===== config.mk =====
export PLATFORM = sky130hd
export DESIGN_NAME = sas_sequencer
export DESIGN_NICKNAME = d
export VERILOG_FILES = /design/src/include/sas_pkg.sv /design/src/design/sas_sar_engine.sv /design/src/design/sas_sequencer.sv
export VERILOG_INCLUDE_DIRS = /design/src /design/src/include
export SDC_FILE = /design/constraint.sdc
export NUM_CORES = 1
export LEC_CHECK = 0
export ABC_AREA = 1
export BUFFER_PORTS_ARGS = -buffer_cell sky130_fd_sc_hd__clkbuf_2
export CAP_MARGIN = 20
export CORE_MARGIN = 4
export CORE_UTILIZATION = 40
export DETAILED_ROUTE_END_ITERATION = 7
export REMOVE_ABC_BUFFERS = 1
export SYNTH_ARGS = -nofsm -noshare
export SYNTH_HDL_FRONTEND = slang
export SYNTH_SLANG_ARGS = --single-unit

===== constraint.sdc =====
create_clock -name mclk -period 2.1 [get_ports mclk]
set_input_delay 0.63 -clock mclk [delete_from_list [all_inputs] [get_ports mclk]]
set_output_delay 0.63 -clock mclk [all_outputs]
set_load 0.01 [all_outputs]

===== src/include/sas_defines.svh =====
// Contract
// - each conversion resolves ten approximation bits, one per step, msb first
// - after the lsb, approximation bits go to that channel's result, or to results 0..3 in four-buffer select; reset value undefined
// - route one of eight channels per both mode registers; generate sample-and-hold timing
// - any write to either mode register aborts and restarts a running conversion
// - bit 6 of mode register a is read-only running flag; writes ignored
// - running flag rises three clocks after conversion start; software uses interrupt
// - software trigger mode: writing enable 1 starts a conversion
// - timer/external mode: enable 1 waits for trigger; only write 0 or reset clears
// - switching to timer/external with enable still 1 enters trigger wait at once
// - select mode: 3-bit field picks channel 0..7; timer trigger forbids 4..7; code limits external trigger to 0..3 as well
// - software scan converts 0..coded channel; timer scan counts triggers, match order
// - timer scan with top bit set: four triggers, then software scan upward
// - trigger field 6..4: 00x software, 010 timer one, 011 timer four, 110 external
// - clock field 2..0: 36, 48, 60, 72, 96, 120 system clocks per conversion
// - results read-only, 16 or 8 bit; 16-bit read has upper six bits zero
// - 8-bit read of upper result byte address returns high-byte view
// - done interrupt after one, after four, or after last scanned channel
// - four-buffer select converts one channel four times into results 0..3
// - timer/external: after sequence, return to trigger wait while enable stays 1
// - software mode stops after sequence; software writes enable 1 again to restart
`ifndef SAS_DEFINES_SVH
`define SAS_DEFINES_SVH

`define SAS_ADDR_MODE_A 32'hfffff380
`define SAS_ADDR_MODE_B 32'hfffff382
`define SAS_ADDR_RESULT0 32'hfffff310
`define SAS_MODE_A_RST 8'h00
`define SAS_MODE_B_RST 8'h07

`define SAS_BIT_CE 7
`define SAS_BIT_CS 6
`define SAS_BIT_BS 5
`define SAS_BIT_MS 4
`define SAS_TRG_LSB 4
`define SAS_FR_LSB 0

`define SAS_CS_DELAY 2'h3
`define SAS_STEPS_PER_CONV 12
`define SAS_SAMPLE_STEPS 4'h2
`define SAS_LAST_PHASE 4'hb
`define SAS_CLKS_FR0 36
`define SAS_CLKS_FR1 48
`define SAS_CLKS_FR2 60
`define SAS_CLKS_FR3 72
`define SAS_CLKS_FR4 96
`define SAS_CLKS_FR5 120
`define SAS_CLKS_FR6 144
`define SAS_CLKS_FR7 168

`endif


===== src/include/sas_pkg.sv =====
package sas_pkg;

  typedef enum logic [2:0] {
    SAS_IDLE = 3'b001,
    SAS_WAIT = 3'b010,
    SAS_CONV = 3'b100
  } sas_state_t;

  typedef enum logic [2:0] {
    SAS_TRG_SW = 3'h0,
    SAS_TRG_TM1 = 3'h1,
    SAS_TRG_TM4 = 3'h2,
    SAS_TRG_EXT = 3'h3,
    SAS_TRG_BAD = 3'h4
  } sas_trig_t;

  typedef struct packed {
    sas_state_t st;
    logic ce;
    logic bs;
    logic ms;
    logic [2:0] anis;
    logic [2:0] trg;
    logic [2:0] fr;
    logic [7:0][9:0] res;
    logic [3:0] cnt;
    logic [2:0] ch;
    logic [2:0] dst;
    logic go;
    logic abort;
    logic cs;
    logic [1:0] cs_cnt;
    logic irq;
    logic [15:0] rdata;
    logic rvalid;
  } sas_regs_t;

  typedef struct packed {
    logic busy;
    logic [3:0] ph;
    logic [3:0] tick;
    logic [9:0] approx;
    logic sh;
    logic done;
  } sas_sar_t;

endpackage


===== src/design/sas_sar_engine.sv =====
`timescale 1ns/100ps
`include "sas_defines.svh"

module sas_sar_engine import sas_pkg::*; (
  input wire logic mclk,
  input wire logic nrst,
  input wire logic start,
  input wire logic abort,
  input wire logic [3:0] step_len,
  input wire logic comp_hi,
  output logic busy,
  output logic sample_hold,
  output logic [9:0] approx,
  output logic done
);

  sas_sar_t r_ff;
  sas_sar_t nxt_r;

  // phase 0..1 samples, phases 2..11 decide bits 9..0
  function automatic logic [3:0] bit_of(input logic [3:0] ph);
    bit_of = 4'(`SAS_LAST_PHASE - ph);
  endfunction

  // abort clears first so a restart in the same cycle still begins cleanly
  always_comb begin
    nxt_r = r_ff;
    nxt_r.done = 1'b0;
    if (abort) begin
      nxt_r = '0;
    end
    if (start) begin
      nxt_r.busy = 1'b1;
      nxt_r.ph = 4'h0;
      nxt_r.tick = 4'(step_len - 4'h1);
      nxt_r.approx = 10'h000;
      nxt_r.sh = 1'b1;
    end else if (r_ff.busy && !abort) begin // a bare abort must not finish the old conversion
      if (r_ff.tick != 4'h0) begin
        nxt_r.tick = 4'(r_ff.tick - 4'h1);
      end else begin
        nxt_r.tick = 4'(step_len - 4'h1);
        // trial bit stays only while the input is at or above the tap
        if (r_ff.ph >= `SAS_SAMPLE_STEPS) begin
          nxt_r.approx[bit_of(r_ff.ph)] = comp_hi;
        end
        if (r_ff.ph == `SAS_LAST_PHASE) begin
          nxt_r.busy = 1'b0;
          nxt_r.done = 1'b1;
        end else begin
          nxt_r.ph = 4'(r_ff.ph + 4'h1);
          if (4'(r_ff.ph + 4'h1) >= `SAS_SAMPLE_STEPS) begin
            nxt_r.approx[bit_of(4'(r_ff.ph + 4'h1))] = 1'b1;
          end
          nxt_r.sh = (4'(r_ff.ph + 4'h1) < `SAS_SAMPLE_STEPS);
        end
      end
    end
  end

  always_ff @(posedge mclk or negedge nrst) begin
    if (!nrst) begin
      r_ff <= '0;
    end else begin
      r_ff <= nxt_r;
    end
  end

  assign busy = r_ff.busy;
  assign sample_hold = r_ff.sh;
  assign approx = r_ff.approx;
  assign done = r_ff.done;

endmodule // sas_sar_engine


===== src/design/sas_sequencer.sv =====
`timescale 1ns/100ps
`include "sas_defines.svh"

module sas_sequencer import sas_pkg::*; (
  input wire logic mclk,
  input wire logic nrst,
  input wire logic [31:0] bus_addr,
  input wire logic bus_wr,
  input wire logic bus_rd,
  input wire logic bus_byte,
  input wire logic [15:0] bus_wdata,
  output logic [15:0] bus_rdata,
  output logic bus_rvalid,
  input wire logic [3:0] tmr_match,
  input wire logic ext_trig,
  input wire logic comp_hi,
  output logic [2:0] chan_sel,
  output logic sample_hold,
  output logic [9:0] approx_bits,
  output logic conv_done_irq,
  output logic conv_running
);

  sas_regs_t r_ff;
  sas_regs_t nxt_r;
  logic sar_done;
  logic [9:0] sar_bits;
  logic sar_sh;
  logic wr_a;
  logic wr_b;
  logic wr_hit;
  sas_trig_t mode;
  sas_trig_t new_mode;
  logic new_ce;
  logic [7:0] new_a;
  logic [7:0] new_b;

  // trigger field decode; unlisted codes never start anything
  function automatic sas_trig_t trig_mode(input logic [2:0] trg);
    case (trg)
      3'h0, 3'h1: trig_mode = SAS_TRG_SW;
      3'h2: trig_mode = SAS_TRG_TM1;
      3'h3: trig_mode = SAS_TRG_TM4;
      3'h6: trig_mode = SAS_TRG_EXT;
      default: trig_mode = SAS_TRG_BAD;
    endcase
  endfunction

  // step length is a twelfth of the conversion clock count
  function automatic logic [3:0] step_len(input logic [2:0] fr);
    case (fr)
      3'h0: step_len = 4'(`SAS_CLKS_FR0 / `SAS_STEPS_PER_CONV);
      3'h1: step_len = 4'(`SAS_CLKS_FR1 / `SAS_STEPS_PER_CONV);
      3'h2: step_len = 4'(`SAS_CLKS_FR2 / `SAS_STEPS_PER_CONV);
      3'h3: step_len = 4'(`SAS_CLKS_FR3 / `SAS_STEPS_PER_CONV);
      3'h4: step_len = 4'(`SAS_CLKS_FR4 / `SAS_STEPS_PER_CONV);
      3'h5: step_len = 4'(`SAS_CLKS_FR5 / `SAS_STEPS_PER_CONV);
      3'h6: step_len = 4'(`SAS_CLKS_FR6 / `SAS_STEPS_PER_CONV);
      default: step_len = 4'(`SAS_CLKS_FR7 / `SAS_STEPS_PER_CONV);
    endcase
  endfunction

  // conversions per sequence: 1, 4, or channels 0..field in scan
  function automatic logic [3:0] seq_total(input logic ms, input logic bs, input logic [2:0] anis);
    if (ms) begin
      seq_total = bs ? 4'h4 : 4'h1;
    end else begin
      seq_total = 4'({1'b0, anis} + 4'h1);
    end
  endfunction

  // lowest firing compare match names the channel in timer scan
  function automatic logic [2:0] match_chan(input logic [3:0] m);
    if (m[0]) begin
      match_chan = 3'h0;
    end else if (m[1]) begin
      match_chan = 3'h1;
    end else if (m[2]) begin
      match_chan = 3'h2;
    end else begin
      match_chan = 3'h3;
    end
  endfunction

  // channel for conversion number cnt; triggered select mode only reaches 0..3
  function automatic logic [2:0] pick_chan(input sas_trig_t md, input logic ms, input logic [2:0] anis,
                                           input logic [3:0] cnt, input logic [3:0] m);
    logic timed;
    timed = (md == SAS_TRG_TM1) || (md == SAS_TRG_TM4);
    if (ms) begin
      pick_chan = (md == SAS_TRG_SW) ? anis : {1'b0, anis[1:0]};
    end else if (timed && cnt < 4'h4) begin
      pick_chan = match_chan(m);
    end else begin
      pick_chan = cnt[2:0];
    end
  endfunction

  // four-buffer select fills results 0..3, otherwise result follows channel
  function automatic logic [2:0] pick_dst(input logic ms, input logic bs, input logic [3:0] cnt,
                                          input logic [2:0] ch);
    pick_dst = (ms && bs) ? cnt[2:0] : ch;
  endfunction

  // does each of the first four conversions of the sequence wait for its own trigger
  function automatic logic per_trig(input sas_trig_t md, input logic ms, input logic bs);
    per_trig = (md == SAS_TRG_TM4 && ms && bs) ||
               ((md == SAS_TRG_TM1 || md == SAS_TRG_TM4) && !ms);
  endfunction

  // read view: mode regs in low byte, results zero-extended or high-byte view
  function automatic logic [15:0] read_mux(input sas_regs_t r, input logic [31:0] a, input logic byt);
    logic [9:0] res;
    read_mux = 16'h0000;
    res = r.res[a[3:1]];
    if (a == `SAS_ADDR_MODE_A) begin
      read_mux = {8'h00, r.ce, r.cs, r.bs, r.ms, 1'b0, r.anis};
    end else if (a == `SAS_ADDR_MODE_B) begin
      read_mux = {8'h00, 1'b0, r.trg, 1'b0, r.fr};
    end else if (a[31:4] == 28'(`SAS_ADDR_RESULT0 >> 4)) begin
      if (byt && a[0]) begin
        read_mux = {8'h00, res[9:2]};
      end else if (byt) begin
        read_mux = {8'h00, res[7:0]};
      end else begin
        read_mux = {6'h00, res};
      end
    end
  endfunction

  // write decode; the running flag position of the written data is dropped
  always_comb begin
    wr_a = bus_wr && (bus_addr == `SAS_ADDR_MODE_A);
    wr_b = bus_wr && (bus_addr == `SAS_ADDR_MODE_B);
    wr_hit = wr_a || wr_b;
    new_a = wr_a ? bus_wdata[7:0] : {r_ff.ce, 1'b0, r_ff.bs, r_ff.ms, 1'b0, r_ff.anis};
    new_b = wr_b ? bus_wdata[7:0] : {1'b0, r_ff.trg, 1'b0, r_ff.fr};
    new_ce = new_a[`SAS_BIT_CE];
    new_mode = trig_mode(new_b[`SAS_TRG_LSB +: 3]);
    mode = trig_mode(r_ff.trg);
  end

  // sequencing, trigger wait and register writes; writes come last so they win
  always_comb begin
    nxt_r = r_ff;
    nxt_r.go = 1'b0;
    nxt_r.abort = 1'b0;
    nxt_r.irq = 1'b0;
    nxt_r.rvalid = 1'b0;
    if (r_ff.cs_cnt != 2'h0) begin
      nxt_r.cs_cnt = 2'(r_ff.cs_cnt - 2'h1);
      if (r_ff.cs_cnt == 2'h1) begin
        nxt_r.cs = 1'b1;
      end
    end
    // a finished conversion is stored unless a mode write lands in the same cycle
    if (r_ff.st == SAS_CONV && sar_done && !wr_hit) begin
      nxt_r.res[r_ff.dst] = sar_bits;
      if (4'(r_ff.cnt + 4'h1) == seq_total(r_ff.ms, r_ff.bs, r_ff.anis)) begin
        nxt_r.irq = 1'b1;
        nxt_r.cnt = 4'h0;
        nxt_r.cs = 1'b0;
        nxt_r.cs_cnt = 2'h0;
        nxt_r.st = (mode == SAS_TRG_SW) ? SAS_IDLE : SAS_WAIT;
      end else begin
        nxt_r.cnt = 4'(r_ff.cnt + 4'h1);
        if (per_trig(mode, r_ff.ms, r_ff.bs) && 4'(r_ff.cnt + 4'h1) < 4'h4) begin
          nxt_r.st = SAS_WAIT;
        end else begin
          nxt_r.go = 1'b1;
          nxt_r.ch = pick_chan(mode, r_ff.ms, r_ff.anis, nxt_r.cnt, tmr_match);
          nxt_r.dst = pick_dst(r_ff.ms, r_ff.bs, nxt_r.cnt, nxt_r.ch);
        end
      end
    end
    // trigger wait: timer matches or the external trigger kick off a conversion
    if (r_ff.st == SAS_WAIT &&
        (((mode == SAS_TRG_TM1 || mode == SAS_TRG_TM4) && tmr_match != 4'h0) ||
         (mode == SAS_TRG_EXT && ext_trig))) begin
      nxt_r.st = SAS_CONV;
      nxt_r.go = 1'b1;
      nxt_r.ch = pick_chan(mode, r_ff.ms, r_ff.anis, r_ff.cnt, tmr_match);
      nxt_r.dst = pick_dst(r_ff.ms, r_ff.bs, r_ff.cnt, nxt_r.ch);
      if (r_ff.cnt == 4'h0) begin
        nxt_r.cs_cnt = `SAS_CS_DELAY;
      end
    end
    // any mode write restarts from scratch, even when nothing changed
    if (wr_hit) begin
      nxt_r.ce = new_ce;
      nxt_r.bs = new_a[`SAS_BIT_BS];
      nxt_r.ms = new_a[`SAS_BIT_MS];
      nxt_r.anis = new_a[2:0];
      nxt_r.trg = new_b[`SAS_TRG_LSB +: 3];
      nxt_r.fr = new_b[`SAS_FR_LSB +: 3];
      nxt_r.abort = 1'b1;
      nxt_r.cnt = 4'h0;
      nxt_r.cs = 1'b0;
      nxt_r.cs_cnt = 2'h0;
      if (!new_ce || new_mode == SAS_TRG_BAD) begin
        nxt_r.st = SAS_IDLE;
      end else if (new_mode == SAS_TRG_SW) begin
        nxt_r.st = SAS_CONV;
        nxt_r.go = 1'b1;
        nxt_r.ch = pick_chan(new_mode, nxt_r.ms, nxt_r.anis, 4'h0, tmr_match);
        nxt_r.dst = pick_dst(nxt_r.ms, nxt_r.bs, 4'h0, nxt_r.ch);
        nxt_r.cs_cnt = `SAS_CS_DELAY;
      end else begin
        nxt_r.st = SAS_WAIT;
      end
    end
    if (bus_rd) begin
      nxt_r.rvalid = 1'b1;
      nxt_r.rdata = read_mux(r_ff, bus_addr, bus_byte);
    end
  end

  // results clear to zero here although software must treat them as unknown
  always_ff @(posedge mclk or negedge nrst) begin
    if (!nrst) begin
      r_ff <= '0;
      r_ff.st <= SAS_IDLE;
      r_ff.fr <= 3'(`SAS_MODE_B_RST);
      r_ff.trg <= 3'(`SAS_MODE_B_RST >> `SAS_TRG_LSB);
    end else begin
      r_ff <= nxt_r;
    end
  end

  sas_sar_engine u_sar (
    .mclk(mclk),
    .nrst(nrst),
    .start(r_ff.go),
    .abort(r_ff.abort),
    .step_len(step_len(r_ff.fr)),
    .comp_hi(comp_hi),
    .busy(),
    .sample_hold(sar_sh),
    .approx(sar_bits),
    .done(sar_done)
  );

  assign bus_rdata = r_ff.rdata;
  assign bus_rvalid = r_ff.rvalid;
  assign chan_sel = r_ff.ch;
  assign sample_hold = sar_sh;
  assign approx_bits = sar_bits;
  assign conv_done_irq = r_ff.irq;
  assign conv_running = r_ff.cs;
endmodule // sas_sequencer


Word-level counts from Yosys, hierarchy flattened
Cells that the tools add are included.

storage, ports and cells
  register bits = 143
  ROM bits = 0
  memories kept = 0
  memory bits (writable) = 0
  bits in latches = 0
  output and inout port bits = 33
  word-level logic and storage cells = 204

cells by class
  magnitude comparators = 12
  $mul = 0
  shifts and indexed selects = 0
  eq/ne operators = 28
  reductions and logical operators = 47
  bitwise gates (word level) = 1
  divide/modulo/power cells = 0
  muxes and demuxes = 77
  add/sub/neg operators = 8

operators with widths
  cell                                                 number
  2-to-1 mux 10 bit                                    12
  bitwise mux 80 bit                                   1
  equality test 32 bit, second input constant          2
  2-to-1 mux 3 bit                                     19
  2-to-1 mux 21 bit                                    2
  2-to-1 mux 7 bit                                     6
  binary-select mux 10 bit (select 3 bit)              1
  demux 10 bit (select 3 bit)                          1
  equality test 3 x 2 -> 1 bit, second input constant  10
  2-to-1 mux 15 bit                                    2
  equality test 28 bit, second input constant          1
  2-to-1 mux 4 bit                                     7
  one-hot mux 4 bit (7 select lines)                   1
  one-hot mux 3 bit (4 select lines)                   2
  2-to-1 mux 11 bit                                    2
  equality test 3 bit, second input constant           7
  logical AND 1 bit                                    20
  2-to-1 mux 20 bit                                    1
  equality test 3 x 1 -> 1 bit, second input constant  5
  zero test 3 bit                                      5
  2-to-1 mux 12 bit                                    1
  2-to-1 mux 2 bit                                     6
  nonzero test 4 bit                                   3
  bitwise mux 10 bit                                   1
  27 further kinds                                     55

Logic depth before layout (Yosys ltp)
Gate-level depths: netlist of run 1.

  depth in word-level cells = 16
  mapped depth = 16
  mapped depth without buffers = 15

Hierarchy
From an unflattened synthesis of run 1, not the netlist that was laid out.

second synthesis, totals
  cell total of the unflattened synthesis = 1183
  area, all modules = 8708.4 µm²

by module, submodules not included
  module          cells an instance  area each (µm²)  times used
  sas_sequencer   945                7094.3           1
  sas_sar_engine  238                1614.0           1

Least setup slack after synthesis of run 1
Ideal clock, no wire load.

  path type = input to register
  start point = in bus_addr[2]
  end point = reg r_ff[109] in the netlist's numbering
  slack = 0.058 ns
  data arrival time = 1.915 ns
  data required time = 1.973 ns
  stages = 13
  buffers on the path = 3
  cell sequence = buf_2 > clkinv_2 > nand2_4 > nor2_1 > nand2_1 > nor2_4 > nand3_4 > nand2_2 > nor2_2 > buf_6 > nand4_1 > buf_2 > o21ai_1

on the way
  word-level cells in the longest chain between the ends = 5
  elaborated cells on any way between the ends = 7
  those cells by class = eq/ne (2); reduce/logical (5)

RTL lines
  item                                  line                                        source
  from (decl)                           sas_sequencer.sv:7                          input wire logic [31:0] bus_addr,
  equality test 32 bit (no line)        -
  logical AND 1 bit (on tied branches)  sas_sequencer.sv:133, sas_sequencer.sv:134
  logical OR 1 bit *                    sas_sequencer.sv:135                        wr_hit = wr_a || wr_b;
  zero test 1 bit *                     sas_sequencer.sv:157                        if (r_ff.st == SAS_CONV && sar_done && !wr_hit) begin
  logical AND 1 bit *                   sas_sequencer.sv:157
  to (signal assigned)                  sas_sequencer.sv:226                        r_ff <= nxt_r;
  to (decl)                             sas_sequencer.sv:24                         sas_regs_t r_ff;

Mark *: on every way between the ends. The rest lies on a longest branch, timed or not.
A chain may end at the register's enable or synchronous reset.

==> metrics, run 1 <==
status finished, final reports clean; end of the worst register-to-register path chan_sel[0]; DRC viols 0; worst reg2reg setup slack 110 ps; ratio of cells with drive above 1 in the final layout 0.192; CP dominant cell by count inv_1; final-report hold violation count 0; mapped cell area 0.00804 mm^2; sequential share of power 0.445; clk root buf clkbuf_16; Peak VDD IR 0.566 mV; simple-gate share of the synthesized area 0.279; crit end category register; fmax 0.503 GHz; Sw Pwr 1.48 mW; Reg-to-Reg Start r_ff[29]; leading cell type in the layout, fill and taps excluded nand2_1; Tcrit/Tclk final 0.947; min Tclk post-route roughly 2000 ps; largest net degree at the start of global routing 44; crit path DAT 2320 ps; Tot Pwr around 6.2 mW; area delta synth->final 22.2%; switching share of total power 0.238; number of instances in the placed design 1452; grt ovf 0; via count between 7000 and 8000; Detailed Place HPWL roughly 17000 um; relative slew slack 0.663; die area between 0.02 and 0.025 mm^2; antenna violations before repair 0; # nets final 1276; first-pass GRT wire length roughly 37000 um; unrepaired setup endpoints after global routing yes; Sink Count 143; final core utilization 0.502; # setup viols final 0; Initial Utilization 0.410; slowest stage cell, crit path dfrtp_1; CTS Buffer Depth 2; fillcell total around 2000; Req. time, crit path 2430 ps; post-synthesis mux area share 0.00140; CP endpoint chan_sel[0]; placer congestion estimate just under 0.9; row cnt 51; final WL roughly 23000 um; r2r worst-path depth 14; Synth Area in Compound Gates 0.156; syn_area_per_cell 7.40 um^2; input/output buffers 76; chip height 150 um; ys flop type dfrtp_1; Setup crit start r_ff[29]; Post-synth EDFFs 0; Startpoint Class register; Max Cap Viol 0; IO Count a little over 90; Post-Synth Adder-Cell Area 0.0140; CP peak stage delay about 370 ps; clk_lat worst skew 430 ps; Unique masters post-synth 48; crit-path cells inv_1 -> ha_1 -> inv_1 -> nand3_1 -> nand2_1 -> inv_1 -> nand3_2 -> nor2_2 -> nor2_1 -> nand2_2 -> buf_4 -> nand2_1 -> nand3_1 -> a21boi_1; Final ANT Viol Nets 0; Die Width between 100 and 150 um; all-layer global routing usage 0.212; Sequential Area 0.00358 mm^2; Place WS -272 ps; DR WL/cell 15.2 um; most frequent cells in the layout 309 x nand2_1, 139 x dfrtp_1, 103 x nor2_1; Crit Path Class register to register; Syn Inst Count 1086; ys async rst share 1.00; largest family of logic cells by synthesized area simple AND/OR/NAND/NOR gates; Pint 4.72 mW; Power Density between 600 and 700 mW/mm^2; CTS tree built; Diodes inserted 0; Hold Buf Count CTS 0; register bit total from synthesis 143; worst setup margin roughly 110 ps; Gate power share 0.055; vias in the first global route 7130; Post-Synth XOR/XNOR Area 0.00218; fin cells around 1500; skew final 10.6 ps; register area share after synthesis 0.446; final number of max-transition violations 0; Worst-Margin Slew about 500 ps; power share of the clock group 0.499; Syn. warnings 0; vias per cell 5.07; hold slack around 110 ps; HP Class input pin to asynchronous set/reset pin; final instance area between 0.009 and 0.01 mm^2; DP Area 0.00917 mm^2; Leak Pwr between 4 and 5 nW; H-tree lvl count 4; drt pass-1 iters 7; core area 0.0196 mm^2; Setup Total Neg Slack 0 ps; Initial DRC Count 597; Multi-input gate area between 0.003 and 0.004 mm^2; crit-path max FO 4; total CTS buffers 17; Clock transition at path regs 60 ps
==> flip-flops by register name (all words and copies together) (netlist names), 3 cells and up <==
register      flops
u_sar.r_ff        8
u_sar.approx     10
chan_sel          3
r_ff            106
bus_rdata        10
==> cell type report <==
| cell class | instances | share of cell area |
|---|---|---|
| clock buffers | 20 | 0.0465 |
| clock inverters | 12 | 0.0149 |
| inverters | 102 | 0.0392 |
| multi-input cells | 775 | 0.376 |
| flip-flops and latches | 143 | 0.365 |
| well taps | 265 | 0.0337 |
| repair buffers | 169 | 0.124 |
==> synth_stat cells, types with 13 or more instances <==
cell,number,share of area
nand4_1,24,0.019
o211ai_1,13,0.012
nand2_1,312,0.15
o21ai_0,41,0.026
dfrtp_1,139,0.43
nor2_1,106,0.049
a21oi_1,50,0.031
nand3_1,60,0.037
buf_4,37,0.035
buf_2,15,0.0093
o21ai_1,81,0.050
inv_1,99,0.046
==> critical path, delay by kind of cell, from the launching register on <==
family | cells | cell delay [ps]
simple gates | 8 | 670
flops | 1 | 370
buf+inv | 4 | 360
fa+ha+maj | 1 | 340
compound gates | 1 | 170
==> what timing repair did <==
action	4_1_cts	5_1_grt
gates resized for setup	0	11
setup buffers	0	2
setup endpoints to repair	0	12
==> kinds of logic (layout without fill, tap and decap cells) <==
kind of cell | count (synthesis) | after routing
AO/OA/AOI/OAI | 225 | 225
XOR/XNOR | 2 | 2
adder cells (fa/ha/maj) | 9 | 9
buffers and inverters | 173 | 303
flip-flops | 143 | 143
multiplexers | 1 | 1
other | 1 | 6
AND/OR/NAND/NOR | 532 | 532
==> per-layer routing <==
metal,up-vias,global-route usage,wire [um]
met5,-,0,0
met4,0,0.0618,329
met3,23,0.0357,1320
met2,224,0.322,10000
met1,3502,0.311,11000
li1,3792,-,-
==> power by group through the flow <==
| stage | logic, mW | registers [mW] | clock network, mW |
|---|---|---|---|
| floorplan | 0.110 | 2.81 | 0 |
| global placement | 0.345 | 2.81 | 0 |
| detailed placement | 0.348 | 2.81 | 0 |
| CTS | 0.348 | 2.76 | 3.16 |
| global route | 0.386 | 2.76 | 3.29 |
| finish | 0.344 | 2.76 | 3.10 |
==> worst min path at each step <==
stage | from | endpoint
floorplan | nrst | bus_rdata[0]
global placement | r_ff[102] | r_ff[102]
detailed placement | r_ff[91] | r_ff[91]
CTS | nrst | u_sar.approx[2]
global route | nrst | u_sar.approx[2]
finish | nrst | u_sar.approx[2]
Power figures use the tool's default switching activity.
==> run 2: changes to the inputs <==
CORE_UTILIZATION = 59   (was 40)
PLACE_DENSITY = 0.8   (was default)
==> run 2 against run 1 <==
  * First-iteration DRC count grew 29%
  * Critical path type unchanged
  * Register-to-register slack gained 20 ps
  * Sequential cell count is the same
  * Critical endpoint is now chan_sel[2]
  * Sequential share of layout area grew 0.45 points
  * Sequential power is essentially flat
==> metrics, run 2 (synthesis results as in run 1) <==
Peak VDD IR 0.600 mV (+5.9%); first-pass GRT wire length 36700 um (-2.0%); core area 0.0133 mm^2 (-32%); DRC viols 0 (unchanged); Startpoint Class register; IO Count 92 (unchanged); all-layer global routing usage 0.291 (+0.0789); Setup crit start r_ff[29]; fmax 0.508 GHz (+1.0%); Diodes inserted 0 (unchanged); number of instances in the placed design 1361 (-6.3%); vias in the first global route 7478 (+4.9%); clk_lat worst skew 420 ps (about the same); Setup Total Neg Slack 0 ps (unchanged); Final ANT Viol Nets 0 (unchanged); Reg-to-Reg Start r_ff[29]; ratio of cells with drive above 1 in the final layout 0.194 (+0.00130); Worst-Margin Slew 523 ps (+22.6 ps); input/output buffers 76 (unchanged); Clock transition at path regs 60 ps (about the same); HP Class input pin to asynchronous set/reset pin; area delta synth->final 20.7%; skew final 11.2 ps (+0.529 ps); final WL 22600 um (about the same); Max Cap Viol 0 (unchanged); final core utilization 0.730 (+0.229); via count 7985 (+5.9%); Req. time, crit path 2420 ps (about the same); final-report hold violation count 0 (unchanged); leading cell type in the layout, fill and taps excluded nand2_1; Initial DRC Count 768 (+29%); hold slack 141 ps (+33.4 ps); Top reg by flops r_ff; die area 0.0156 mm^2 (-31%); # nets final 1273 (-0.24%); DR WL/cell 16.2 um (+6.6%); Leak Pwr 4.98 nW (-0.13%); crit path DAT 2280 ps (-40 ps); row cnt 42 (-18%); fin cells 1394 (-6.2%); CTS tree built; Crit Path Class register to register; CTS Buffer Depth 2 (unchanged); Power Density 640 mW/mm^2 (+1.4%); # setup viols final 0 (unchanged); fillcell total 996 (-49%); placer congestion estimate 0.919 (+4.7%); Largest register FFs 106 (unchanged); grt ovf 0 (unchanged); crit end category register; end of the worst register-to-register path chan_sel[2]; min Tclk post-route 1970 ps (-20.0 ps); antenna violations before repair 0 (unchanged); relative slew slack 0.648 (-0.0152); final number of max-transition violations 0 (unchanged); r2r worst-path depth 12 (-2); Tot Pwr 6.21 mW (+0.19%); Die Width 125 um (-17%); final instance area 0.00971 mm^2 (-1.2%); Initial Utilization 0.605 (+0.194); most frequent cells in the layout 310 x nand2_1, 139 x dfrtp_1, 103 x nor2_1; Place WS -268 ps (+4.11 ps); Detailed Place HPWL 15900 um (-5.0%); largest net degree at the start of global routing 51 (+16%); H-tree lvl count 4 (unchanged); clk root buf clkbuf_16; Tcrit/Tclk final 0.937 (-0.00952); total CTS buffers 17 (unchanged); worst reg2reg setup slack 130 ps (+20 ps); status finished, final reports clean; vias per cell 5.73 (+13%); Sink Count 143 (unchanged); worst setup margin 131 ps (+20.0 ps); DP Area 0.00905 mm^2 (-1.2%); crit-path max FO 5 (+1); chip height 125 um (-17%); drt pass-1 iters 5 (-2)
==> run 2: cell types whose count changed in the layout (fill, tap and decap cells not counted), moves of 3 or more <==
cell      previous run  this run
clkinv_2             2         7
buf_4               82        78
inv_1               99        96
inv_2                1         4
inv_6                5         2
==> run 2: layer usage <==
metal	GRT usage	wire [um]	up-vias
li1	-	-	3769
met1	0.398	9430	3682
met2	0.457	10400	456
met3	0.0579	2090	78
met4	0.113	761	0
met5	0	0	-
==> run 2: repair_timing <==
item / CTS / global route
resized for setup: 0 / 13
setup buffers: 0 / 1
setup endpoints to repair: 0 / 12
hold buffers: 0 / 0
==> run 2: critical path: stages (launching register included) <==
cell     delay [ps]
dfrtp_1         420
buf_4           160
nand3_1          80
nand2_1          80
nand2_1         190
nand2_1          90
nand3_1         150
nor2_2           60
nor2_1          120
nand2_2         100
or2_2           290
nand3_1          90
nand2_1          50
==> run 2: power breakdown <==
group	total (mW)	internal, mW	leakage (nW)	switching [mW]
Combinational	0.346	0.128	2.82	0.218
Sequential	2.76	2.76	1.87	0.00151
Clock	3.10	1.90	0.296	1.21
==> run 2: how the worst max path moves through the flow <==
stage / slack (ps) / to
6_report: 130 / chan_sel[2]
5_1_grt: -7 / chan_sel[0]
4_1_cts: 4 / chan_sel[0]
3_5_place_dp: -270 / chan_sel[2]
3_3_place_gp: -230 / chan_sel[2]
2_1_floorplan: -470 / u_sar.sample_hold
==> run 2: cell type report <==
| class | count | area (um^2) | share of cell area |
|---|---|---|---|
| well taps | 176 | 220 | 0.0227 |
| inverters | 102 | 385 | 0.0397 |
| clock buffers | 18 | 439 | 0.0452 |
| clock inverters | 14 | 165 | 0.0170 |
| multi-input cells | 775 | 3700 | 0.381 |
| flip-flops and latches | 143 | 3580 | 0.369 |
| repair buffers | 166 | 1210 | 0.125 |
